==> config.mk <==
export PLATFORM = sky130hd
export DESIGN_NAME = pll_status_pin_select
export DESIGN_NICKNAME = d
export VERILOG_FILES = /design/src/core/pll_status_pkg.sv /design/src/core/pin_sync.sv /design/src/core/pll_status_pin_select.sv
export VERILOG_INCLUDE_DIRS = /design/src /design/src/core
export SDC_FILE = /design/constraint.sdc
export NUM_CORES = 1
export LEC_CHECK = 0
export BUFFER_PORTS_ARGS = -buffer_cell sky130_fd_sc_hd__buf_2
export CAP_MARGIN = 40
export CORE_MARGIN = 8
export CORE_UTILIZATION = 57
export DETAILED_ROUTE_END_ITERATION = 8
export PLACE_DENSITY = 0.84
export REMOVE_ABC_BUFFERS = 1
export SLEW_MARGIN = 20
export SYNTH_ARGS = -nofsm -noshare
export SYNTH_HDL_FRONTEND = slang
export SYNTH_SLANG_ARGS = --single-unit
==> constraint.sdc <==
create_clock -name clk -period 5.9 [get_ports clk]
set_input_delay 1.18 -clock clk [delete_from_list [all_inputs] [get_ports clk]]
set_output_delay 1.18 -clock clk [all_outputs]
set_load 0.02 [all_outputs]
==> src/core/pll_status_consts.svh <==
// register map, field positions, reset values and selection codes of the status pin selector
`ifndef PLL_STATUS_CONSTS_SVH
`define PLL_STATUS_CONSTS_SVH

// register indices, byte address is four times the index
`define REG_PRESCALE_IDX    6'h16
`define REG_STATUS_SEL_IDX  6'h17
`define REG_INT_STATUS_IDX  6'h18
`define REG_INT_MASK_IDX    6'h19
`define REG_LIVE_STATE_IDX  6'h1A

// field positions
`define SEL_MSB             7
`define SEL_LSB             2
`define PRE_MSB             2
`define PRE_LSB             0

// reset values
`define STATUS_SEL_RESET    6'h00
`define PRESCALE_RESET      3'h0
`define INT_MASK_RESET      4'h0

// interrupt status bit positions
`define INT_LOCK_CHANGE     0
`define INT_HOLDOVER_ENTER  1
`define INT_REF_SWITCH      2
`define INT_FREQ_FAULT      3

// select codes with the top bit clear
`define SEL_GROUND          6'h00
`define SEL_N_DIV           6'h01
`define SEL_R_DIV           6'h02
`define SEL_A_DIV           6'h03
`define SEL_PRESCALER       6'h04
`define SEL_PFD_UP          6'h05
`define SEL_PFD_DOWN        6'h06

// monitor codes, low four bits of a select code with the top bit set, zero extended to five
`define MON_GROUND          5'h00
`define MON_FIRST_REFERENCE_INPUT_CLK        5'h01
`define MON_SECOND_REFERENCE_INPUT_CLK        5'h02
`define MON_SEL_CLK         5'h03
`define MON_UNSEL_CLK       5'h04
`define MON_SEL_OK          5'h05
`define MON_UNSEL_OK        5'h06
`define MON_FIRST_REFERENCE_INPUT_FREQ       5'h07
`define MON_SECOND_REFERENCE_INPUT_FREQ       5'h08
`define MON_BOTH_FREQ       5'h09
`define MON_ALL_LOCKED      5'h0A
`define MON_VCO_FREQ        5'h0B
`define MON_REF_IN_USE      5'h0C
`define MON_LOCK            5'h0D
`define MON_HOLDOVER        5'h0E

// prescaler moduli
`define DIV_BY_1            6'h01
`define DIV_BY_2            6'h02
`define DIV_BY_3            6'h03
`define DIV_BY_4            6'h04
`define DIV_BY_5            6'h05
`define DIV_BY_8            6'h08
`define DIV_BY_9            6'h09
`define DIV_BY_16           6'h10
`define DIV_BY_17           6'h11
`define DIV_BY_32           6'h20
`define DIV_BY_33           6'h21

`endif

==> src/core/pll_status_pkg.sv <==
// types shared by the status pin selector
package pll_status_pkg;

    // prescaler mode codes
    typedef enum logic [2:0] {
        PRE_FD1  = 3'b000,
        PRE_FD2  = 3'b001,
        PRE_DM3  = 3'b010,
        PRE_DM5  = 3'b011,
        PRE_DM9  = 3'b100,
        PRE_DM17 = 3'b101,
        PRE_DM33 = 3'b110,
        PRE_FD3  = 3'b111
    } prescale_mode_type;

    // whole state of the selector
    typedef struct packed {
        logic              waitReq;
        logic [31:0]       readData;
        logic [5:0]        statusSel;
        prescale_mode_type prescale;
        logic [3:0]        intStatus;
        logic [3:0]        intMask;
        logic              irq;
        logic              pin;
        logic [5:0]        preCount;
        logic              preOut;
        logic              prevLock;
        logic              prevHold;
        logic              prevRef;
        logic              prevFreqOk;
    } selector_state_type;

endpackage

==> src/core/pin_sync.sv <==
// three-stage synchroniser whose output follows once the last two stages agree
`timescale 1ns/1ps
module pin_sync #(
    parameter int WIDTH = 1
) (
    input  wire logic             clk,
    input  wire logic             reset,
    input  wire logic [WIDTH-1:0] asyncIn,
    output logic      [WIDTH-1:0] syncOut
);

    typedef struct packed {
        logic [WIDTH-1:0] s1;
        logic [WIDTH-1:0] s2;
        logic [WIDTH-1:0] s3;
        logic [WIDTH-1:0] q;
    } sync_type;

    sync_type s_r;
    sync_type s_nxt;

    // shift the chain, take each bit only where stages two and three agree
    always_comb begin
        s_nxt    = s_r;
        s_nxt.s1 = asyncIn;
        s_nxt.s2 = s_r.s1;
        s_nxt.s3 = s_r.s2;
        s_nxt.q  = (s_r.s2 & s_r.s3) | (s_r.q & (s_r.s2 | s_r.s3));
    end

    // state register
    always_ff @(posedge clk or posedge reset) begin
        if (reset) begin
            s_r <= '0;
        end else begin
            s_r <= s_nxt;
        end
    end

    assign syncOut = s_r.q;

endmodule

==> src/core/pll_status_pin_select.sv <==
// status pin selector of the clock generator PLL with prescaler modulus decode
//
// Operation
// RQ1: prescaler codes divide by 5 or 4, and 9 or 8, per A counter zero
// RQ2: prescaler codes divide by 17 or 16, and 33 or 32, per A counter zero
// RQ3: bits 7 to 2 of register 0x17 select the status pin source
// RQ4: code zero and unlisted codes with top bit clear drive the pin low
// RQ5: codes 1 to 6 route divider, prescaler and phase detector pulses
// RQ6: top-bit codes mirror the monitor set; 100000 low, 100001 first reference
// RQ7: code 100010 drives second reference, unavailable in differential mode
// RQ8: 100011 selected reference, 100100 unselected reference, latter not differential
// RQ9: 100101 and 100110 show selected and unselected reference status, high
// RQ10: 100111 and 101000 show first and second reference frequency status
// RQ11: 101001 shows both reference frequency statuses ANDed
// RQ12: 101010 ANDs lock, selected status and VCO; 101011 VCO status alone
// RQ13: 101100 shows reference in use, low first, high second
// RQ14: 101101 shows digital lock as an active high level
// RQ15: 101110 shows holdover as an active high level
// RQ16: top two bits set repeat monitor levels inverted, reference in use inverted
// RQ17: toggling selections pass the live signal, level selections a steady state
`timescale 1ns/1ps
`include "pll_status_consts.svh"
module pll_status_pin_select
    import pll_status_pkg::*;
(
    input  wire logic        clk,
    input  wire logic        reset,
    // register bus
    input  wire logic [7:0]  address,
    input  wire logic        read,
    input  wire logic        write,
    input  wire logic [31:0] writedata,
    input  wire logic [3:0]  byteenable,
    output logic      [31:0] readdata,
    output logic             waitrequest,
    // signals of the PLL core
    input  wire logic        nDividerOut,
    input  wire logic        rDividerOut,
    input  wire logic        aDividerOut,
    input  wire logic        pfdUpPulse,
    input  wire logic        pfdDownPulse,
    input  wire logic        firstReferenceInput,
    input  wire logic        secondReferenceInput,
    input  wire logic        firstRefFreqOk,
    input  wire logic        secondRefFreqOk,
    input  wire logic        vcoFreqOk,
    input  wire logic        digitalLockFlag,
    input  wire logic        holdoverActive,
    input  wire logic        secondRefInUse,
    input  wire logic        differentialRef,
    input  wire logic        aCounterZero,
    // outputs
    output logic             statusPin,
    output logic             prescalerOut,
    output logic             irq
);

    selector_state_type s_r;
    selector_state_type s_nxt;

    logic [14:0] syncBus;
    logic        nDiv;
    logic        rDiv;
    logic        aDiv;
    logic        pfdUp;
    logic        pfdDown;
    logic        ref1Clk;
    logic        ref2Clk;
    logic        ref1Ok;
    logic        ref2Ok;
    logic        vcoOk;
    logic        locked;
    logic        holdover;
    logic        ref2InUse;
    logic        diffMode;
    logic        aZero;

    logic [5:0]  modulus;
    logic        selClk;
    logic        unselClk;
    logic        selOk;
    logic        unselOk;
    logic        monLevel;
    logic        monToggling;
    logic        pinValue;
    logic [5:0]  regIdx;
    logic [3:0]  events;
    logic [31:0] readValue;

    // every input from the PLL core crosses into the bus clock domain
    pin_sync #(
        .WIDTH (15)
    ) inputSync (
        .clk     (clk),
        .reset   (reset),
        .asyncIn ({nDividerOut, rDividerOut, aDividerOut, pfdUpPulse, pfdDownPulse,
                   firstReferenceInput, secondReferenceInput, firstRefFreqOk,
                   secondRefFreqOk, vcoFreqOk, digitalLockFlag, holdoverActive,
                   secondRefInUse, differentialRef, aCounterZero}),
        .syncOut (syncBus)
    );

    assign {nDiv, rDiv, aDiv, pfdUp, pfdDown, ref1Clk, ref2Clk, ref1Ok, ref2Ok, vcoOk,
            locked, holdover, ref2InUse, diffMode, aZero} = syncBus;

    // prescaler modulus from mode and A counter
    always_comb begin
        unique case (s_r.prescale)
            PRE_FD1:  modulus = `DIV_BY_1;
            PRE_FD2:  modulus = `DIV_BY_2;
            PRE_DM3:  modulus = aZero ? `DIV_BY_2 : `DIV_BY_3;
            PRE_DM5:  modulus = aZero ? `DIV_BY_4 : `DIV_BY_5;   // RQ1
            PRE_DM9:  modulus = aZero ? `DIV_BY_8 : `DIV_BY_9;   // RQ1
            PRE_DM17: modulus = aZero ? `DIV_BY_16 : `DIV_BY_17; // RQ2
            PRE_DM33: modulus = aZero ? `DIV_BY_32 : `DIV_BY_33; // RQ2
            PRE_FD3:  modulus = `DIV_BY_3;
        endcase
    end

    // selected and unselected reference views; differential mode has no second one
    always_comb begin
        selClk   = ref2InUse ? ref2Clk : ref1Clk;                 // RQ8
        unselClk = diffMode ? 1'b0 : (ref2InUse ? ref1Clk : ref2Clk); // RQ8
        selOk    = ref2InUse ? ref2Ok : ref1Ok;                   // RQ9
        unselOk  = diffMode ? 1'b0 : (ref2InUse ? ref1Ok : ref2Ok);   // RQ9
    end

    // monitor selection shared by both top-bit code groups
    always_comb begin
        monToggling = 1'b0;
        unique case ({1'b0, s_r.statusSel[3:0]})
            `MON_GROUND:     monLevel = 1'b0;                        // RQ6
            `MON_FIRST_REFERENCE_INPUT_CLK: begin
                monLevel    = ref1Clk;                               // RQ6
                monToggling = 1'b1;
            end
            `MON_SECOND_REFERENCE_INPUT_CLK: begin
                monLevel    = diffMode ? 1'b0 : ref2Clk;             // RQ7
                monToggling = 1'b1;
            end
            `MON_SEL_CLK: begin
                monLevel    = selClk;                                // RQ8
                monToggling = 1'b1;
            end
            `MON_UNSEL_CLK: begin
                monLevel    = unselClk;                              // RQ8
                monToggling = 1'b1;
            end
            `MON_SEL_OK:     monLevel = selOk;                       // RQ9
            `MON_UNSEL_OK:   monLevel = unselOk;                     // RQ9
            `MON_FIRST_REFERENCE_INPUT_FREQ:  monLevel = ref1Ok;                      // RQ10
            `MON_SECOND_REFERENCE_INPUT_FREQ:  monLevel = ref2Ok;                      // RQ10
            `MON_BOTH_FREQ:  monLevel = ref1Ok & ref2Ok;             // RQ11
            `MON_ALL_LOCKED: monLevel = locked & selOk & vcoOk;      // RQ12
            `MON_VCO_FREQ:   monLevel = vcoOk;                       // RQ12
            `MON_REF_IN_USE: monLevel = ref2InUse;                   // RQ13
            `MON_LOCK:       monLevel = locked;                      // RQ14
            `MON_HOLDOVER:   monLevel = holdover;                    // RQ15
            default:         monLevel = 1'b0;
        endcase
    end

    // pin source: toggling choices pass live, level choices may be inverted
    always_comb begin
        if (!s_r.statusSel[5]) begin
            unique case (s_r.statusSel)
                `SEL_N_DIV:     pinValue = nDiv;                     // RQ5 RQ17
                `SEL_R_DIV:     pinValue = rDiv;                     // RQ5
                `SEL_A_DIV:     pinValue = aDiv;                     // RQ5
                `SEL_PRESCALER: pinValue = s_r.preOut;               // RQ5
                `SEL_PFD_UP:    pinValue = pfdUp;                    // RQ5
                `SEL_PFD_DOWN:  pinValue = pfdDown;                  // RQ5
                default:        pinValue = 1'b0;                     // RQ4
            endcase
        end else if (s_r.statusSel[4] && !monToggling) begin
            pinValue = ~monLevel;                                    // RQ16
        end else begin
            pinValue = monLevel;                                     // RQ6 RQ17
        end
    end

    // monitor events that raise interrupt status
    always_comb begin
        events                      = '0;
        events[`INT_LOCK_CHANGE]    = locked ^ s_r.prevLock;
        events[`INT_HOLDOVER_ENTER] = holdover & ~s_r.prevHold;
        events[`INT_REF_SWITCH]     = ref2InUse ^ s_r.prevRef;
        events[`INT_FREQ_FAULT]     = s_r.prevFreqOk & ~(ref1Ok & ref2Ok);
    end

    // register read mux, unmapped indices read as zero
    assign regIdx = address[7:2];

    always_comb begin
        readValue = '0;
        unique case (regIdx)
            `REG_PRESCALE_IDX:   readValue[`PRE_MSB:`PRE_LSB] = s_r.prescale;
            `REG_STATUS_SEL_IDX: readValue[`SEL_MSB:`SEL_LSB] = s_r.statusSel;
            `REG_INT_STATUS_IDX: readValue[3:0] = s_r.intStatus;
            `REG_INT_MASK_IDX:   readValue[3:0] = s_r.intMask;
            `REG_LIVE_STATE_IDX: readValue[7:0] = {s_r.pin, s_r.preOut, modulus};
            default:             readValue = '0;
        endcase
    end

    // next state: bus handshake, register writes, prescaler, pin and interrupts
    always_comb begin
        s_nxt            = s_r;
        s_nxt.prevLock   = locked;
        s_nxt.prevHold   = holdover;
        s_nxt.prevRef    = ref2InUse;
        s_nxt.prevFreqOk = ref1Ok & ref2Ok;
        s_nxt.pin        = pinValue;

        // prescaler counter gives one pulse every modulus cycles
        if (s_r.preCount + 6'h01 >= modulus) begin
            s_nxt.preCount = 6'h00;
            s_nxt.preOut   = 1'b1;
        end else begin
            s_nxt.preCount = s_r.preCount + 6'h01;
            s_nxt.preOut   = 1'b0;
        end

        // one wait cycle, then the answer stands for the accepting edge
        if ((read || write) && s_r.waitReq) begin
            s_nxt.waitReq  = 1'b0;
            s_nxt.readData = read ? readValue : '0;
        end else begin
            s_nxt.waitReq  = 1'b1;
        end

        // writes take effect at the edge that samples waitrequest low
        if (write && !s_r.waitReq && byteenable[0]) begin
            if (regIdx == `REG_STATUS_SEL_IDX) begin
                s_nxt.statusSel = writedata[`SEL_MSB:`SEL_LSB];     // RQ3
            end
            if (regIdx == `REG_PRESCALE_IDX) begin
                s_nxt.prescale = prescale_mode_type'(writedata[`PRE_MSB:`PRE_LSB]);
            end
            if (regIdx == `REG_INT_MASK_IDX) begin
                s_nxt.intMask = writedata[3:0];
            end
        end

        // a status read clears only bits it returned; new events win
        if (read && !s_r.waitReq && regIdx == `REG_INT_STATUS_IDX) begin
            s_nxt.intStatus = (s_r.intStatus & ~s_r.readData[3:0]) | events;
        end else begin
            s_nxt.intStatus = s_r.intStatus | events;
        end
        s_nxt.irq = |(s_nxt.intStatus & s_nxt.intMask);
    end

    // state register with first-cycle sampled levels assumed low
    always_ff @(posedge clk or posedge reset) begin
        if (reset) begin
            s_r            <= '0;
            s_r.waitReq    <= 1'b1;
            s_r.statusSel  <= `STATUS_SEL_RESET;
            s_r.prescale   <= prescale_mode_type'(`PRESCALE_RESET);
            s_r.intMask    <= `INT_MASK_RESET;
        end else begin
            s_r <= s_nxt;
        end
    end

    assign readdata     = s_r.readData;
    assign waitrequest  = s_r.waitReq;
    assign statusPin    = s_r.pin;
    assign prescalerOut = s_r.preOut;
    assign irq          = s_r.irq;
endmodule

Word-level counts from Yosys, hierarchy flattened
Index checks and enable logic that the tools add are counted.
{"block": "word_totals", "input_bits": 63, "register_bits": 123, "output_inout_bits": 36}
{"block": "op_classes", "muxes": 28, "n_addsub": 1, "n_bitwise": 19, "n_lt_le_gt_ge": 1, "reduce_logical": 14, "eq_ne": 32}
{"cell": "$pmux 6 s8", "count": 1}
{"cell": "$and 15x15->15", "count": 2}
{"cell": "$eq 6x5->1 const B", "count": 5}
{"cell": "$or 15x15->15", "count": 2}
{"cell": "$eq 4x4->1 const B", "count": 7}
{"cell": "$eq 6x3->1 const B", "count": 3}
{"cell": "$eq 4x3->1 const B", "count": 4}
{"cell": "$mux 1", "count": 16}
{"cell": "$pmux 1 s14", "count": 1}
{"cell": "$eq 3x3->1 const B", "count": 4}
{"cell": "$eq 6x2->1 const B", "count": 2}
{"cell": "$mux 4", "count": 3}
{"cell": "$and 4x4->4", "count": 2}
{"cell": "$eq 4x2->1 const B", "count": 2}
{"cell": "$mux 8", "count": 1}
{"cell": "$or 4x4->4", "count": 2}
{"cell": "$pmux 2 s4", "count": 1}
{"cell": "$pmux 4 s2", "count": 1}
{"cell": "$reduce_or 4->1", "count": 2}
{"cell": "$mux 7", "count": 1}
{"cell": "$add 6x1->6 const B", "count": 1}
{"cell": "$eq 3x2->1 const B", "count": 2}
{"cell": "$eq 6x1->1 const B", "count": 1}
{"cell": "$ge 6x6->1", "count": 1}
{"cell": "other kinds (14)", "count": 28}

Depth between registers and ports, before layout
{"block": "depth", "word_depth": 7, "depth_mapped": 10}

Hierarchy
From an unflattened synthesis, not the netlist that was laid out.
{"block": "hier_totals", "cells_unflattened": 352, "hier_area_um2": 4357.9}
{"module": "pll_status_pin_select", "area_per_inst_um2": 2571.2, "cells_per_inst": 261, "n_inst": 1}
{"module": "pin_sync", "area_per_inst_um2": 1786.7, "cells_per_inst": 91, "n_inst": 1}

Worst setup path before layout
OpenSTA, ideal clock, no wires.
{"block": "synth_path", "kind": "input port to flip-flop", "start": "input port address[4]", "end": "register s_r (netlist bit irq)", "setup_slack_ns": 3.207, "path_buffers": 0, "t_arrival_ns": 2.567, "path_stages": 5, "t_required_ns": 5.774, "cell_sequence": "nand2b_1 > nor4_2 > mux2_2 > o2bb2ai_1 > a221o_1"}
{"element": "from (decl)", "line_no": "pll_status_pin_select.sv:29", "text": "input wire logic [7:0] address,"}
{"element": "to (signal assigned)", "line_no": "pll_status_pin_select.sv:263", "text": "s_r <= s_nxt;"}
{"element": "to (decl)", "line_no": "pll_status_pin_select.sv:58", "text": "selector_state_type s_r;"}

==> results.md <==
- Setup Skew: 0.009092 ns
- First-pass GRT wire length: 12370 um
- Reg2reg start: s_r[22]$_DFFE_PP0P_
- Final Cell Area: ~4600 um^2
- Syn_area_per_cell: 12.65 um^2
- Worst VDD drop: between 0.15 and 0.2 mV
- Share of layout cells above drive strength 1: 21.66%
- Crit-path max FO: 5
- Worst hold-check path type: flop to flop
- Post-CTS setup buffers: 0
- Sink Count: 99
- EDFF count, synth: 0
- Routed vias: roughly 2500
- Cell Rows: 31
- # nets final: roughly 440
- Routed wire length: between 7000 and 8000 um
- Int Power: about 1.0 mW
- Routed length on met2: 3565 um
- Placed cell areas: 4318 um^2
- Routed Antenna Nets: 0
- Hold Path Sink: inputSync.s_nxt[29]$_DFF_PP0_
- Pre-antenna DRT Iters: 4
- Clock latency on the worst-skew pair: ~0.36 ns
- Seq/Total Area, Yosys: between 50% and 60%
- R2r worst-path depth: 9
- Clock power share: 31.9%
- Max Clk Rate: about 380 MHz
- Gate Count Post-Synth: between 300 and 400
- Starting Density: approximately three fifths
- CTS tree: done
- Syn-to-layout area delta: 9.711%
- Hold Crit Start: inputSync.s_nxt[44]$_DFF_PP0_
- DR top layer: met4
- N_diodes: 0
- Switching Fraction: 27.20%
- RSZ-0062 raised after global routing: no
- CP Capture Type: flop
- Met3 wire length: 485 um
- Pleak: 2.121 nW
- Initial antenna violation count: 0
- PwrDens: ~300 nW/um^2
- Crit Path Category: primary input to flop
- CTS Hold Bufs: 0
- Max-Cap Viols: 0
- Die H: a little over 100 um
- DP Wirelength: around 5500 um
- Post-synth cell types: between 50 and 60
- Vias in the first global route: between 2000 and 3000
- Routability cong.: roughly 0.9
- CTS resizes: 0
- M1 WL: around 3200 um
- Final Setup Violations: 0
- Final core utilization: a little under two thirds
- Ys async rst share: 100.0%
- Die area: approximately 10000 um^2
- Grt ovf: 0
- TritonCTS Buffers: 9
- Reg2reg setup slack: ~3.5 ns
- Buffers on Ports: 45
- Flop and latch count out of synthesis: ~100
- Net Switching: ~380 uW
- Die W: just over 100 um
- Req. time, crit path: between 6 and 7 ns
- Worst Path Arrival: approximately 2.9 ns
- Ys flop type: dfrtp_1
- Fin. max-slew vios: 0
- First DRT Iteration DRCs: 119
- Final hold slack: ~0.35 ns
- Crit path time final: about 2.7 ns
- Largest net degree at the start of global routing: 65
- CTS root buf: clkbuf_8
- Reg power frac: about 55%
- Worst slew pin tran: slightly above 0.7 ns
- Ports: between 90 and 100
- Clk buf depth: 2
- Total GRT Usage: between 15 and 20%
- Final period utilization: between 40% and 50%
- WL/cell: roughly 16 um
- Core Area: between 7000 and 8000 um^2
- Comb power frac: approximately 13%
- RR Endpoint: s_r[9]$_DFF_PP0_
- Critical Path Source Type: primary input
- Drt drc: 0
- Final hold viol count: 0
- Synth Cell Area: between 4000 and 5000 um^2
- Yosys warning count: 0
- Via-to-Cell Ratio: approximately 5.3
- Clock transition at path regs: 0.10 ns
- Worst Hold Path Cells: 0
- Max_slew headroom: between 50% and 60%
- FILL cells: ~600
- H-tree depth: 3
- Setup TNS: 0 ns
- Status: complete, no violations
[cells by family (layout without fill, tap and decap cells)]
group | Yosys count | in the layout | share of synthesized area, %
xor+xnor | 7 | 7 | 1.478
buf+inv | 55 | 78 | 8.052
compound gates | 59 | 59 | 10.43
mux | 19 | 19 | 5.247
fa+ha+maj | 22 | 22 | 5.730
simple gates | 66 | 66 | 9.228
flops | 99 | 99 | 59.74
other cells | 1 | 24 | 0.09038
[area by class of cell]
type	count	area (um^2)	share of cell area, %
Clock buffer	9	123.9	2.721
Tap cell	99	123.9	2.721
Multi-Input combinational cell	197	1423	31.25
Inverter	14	55.05	1.209
Clock inverter	7	82.58	1.814
Timing Repair Buffer	48	265.3	5.827
Sequential cell	99	2479	54.45
[synth_stat cells (all sizes together), types with 2 or more instances]
master	number	area, um^2
mux2	12	135.1
a211oi	7	52.55
a222oi	4	40.04
a22oi	3	22.52
o2bb2ai	3	26.28
nor3	5	25.02
nor3b	2	15.01
xnor2	3	26.28
nor2	5	18.77
nand4	2	12.51
nor2b	4	25.02
dfrtp	98	2452
and2	4	25.03
o21ai	11	55.05
buf	34	255.2
a21oi	6	30.03
nand2b	9	56.30
nand2	16	60.06
mux2i	6	60.06
ha	7	87.58
maj3	15	150.1
nand3b	4	30.03
a21boi	2	15.01
xor2	4	35.03
clkbuf	7	26.28
a221o	2	20.02
a21o	9	67.56
inv	14	52.55
nand3	6	30.03
a32oi	2	17.52
and4b	2	20.02
[sequential cells by signal, indices dropped and copies added, names as in the netlist]
| signal | count |
|---|---|
| prescalerOut | 1 |
| statusPin | 1 |
| irq | 1 |
| inputSync.syncOut | 15 |
| waitrequest | 1 |
| inputSync.s_r | 15 |
| s_r | 27 |
| inputSync.s_nxt | 30 |
| readdata | 8 |
[metrics by stage]
stage	setup WS [ns]	std cells	total power, mW
after global routing	3.182	473	1.445
after floorplan	2.131	310	0.8945
after global placement	2.898	455	0.9415
after detailed placement	2.854	456	0.9508
final	3.239	473	1.380
after CTS	3.261	472	1.391
[worst max-delay path by stage]
| stage | start | end |
|---|---|---|
| 2_1_floorplan | reset | inputSync.s_nxt[15]$_DFF_PP0_ |
| 3_3_place_gp | address[4] | irq$_DFF_PP0_ |
| 3_5_place_dp | address[4] | irq$_DFF_PP0_ |
| 4_1_cts | address[4] | irq$_DFF_PP0_ |
| 5_1_grt | address[4] | irq$_DFF_PP0_ |
| 6_report | address[4] | irq$_DFF_PP0_ |
[power by group through the flow]
stage                     logic (mW)  registers, mW  clock network, mW
after floorplan                0.123          0.771                  0
after global placement         0.170          0.772                  0
after detailed placement       0.175          0.776                  0
after CTS                      0.176          0.762              0.453
after global routing           0.197          0.769              0.479
final                          0.178          0.762              0.440
[critical path: stages]
cell       delay [ns]
buf_2            0.12
nand2b_1         0.21
nor4_2           0.57
mux2_2           0.42
o2bb2ai_1        0.14
a221o_1          0.27
[layer usage]
metal / up-vias / GRT usage, %
met5: - / 0
met4: 0 / 8.820
met3: 15 / 4.124
met2: 95 / 25.10
met1: 1237 / 18.38
li1: 1183 / -
[cell usage in the layout (no fill, tap or decap), drive strengths merged, types with 9 or more instances in the layout]
master	count
a21o	9
buf	48
clkbuf	9
conb	24
dfrtp	98
inv	17
maj3	15
mux2	12
nand2	16
nand2b	9
o21ai	11
No activity file was read; power rests on OpenSTA's default activity.
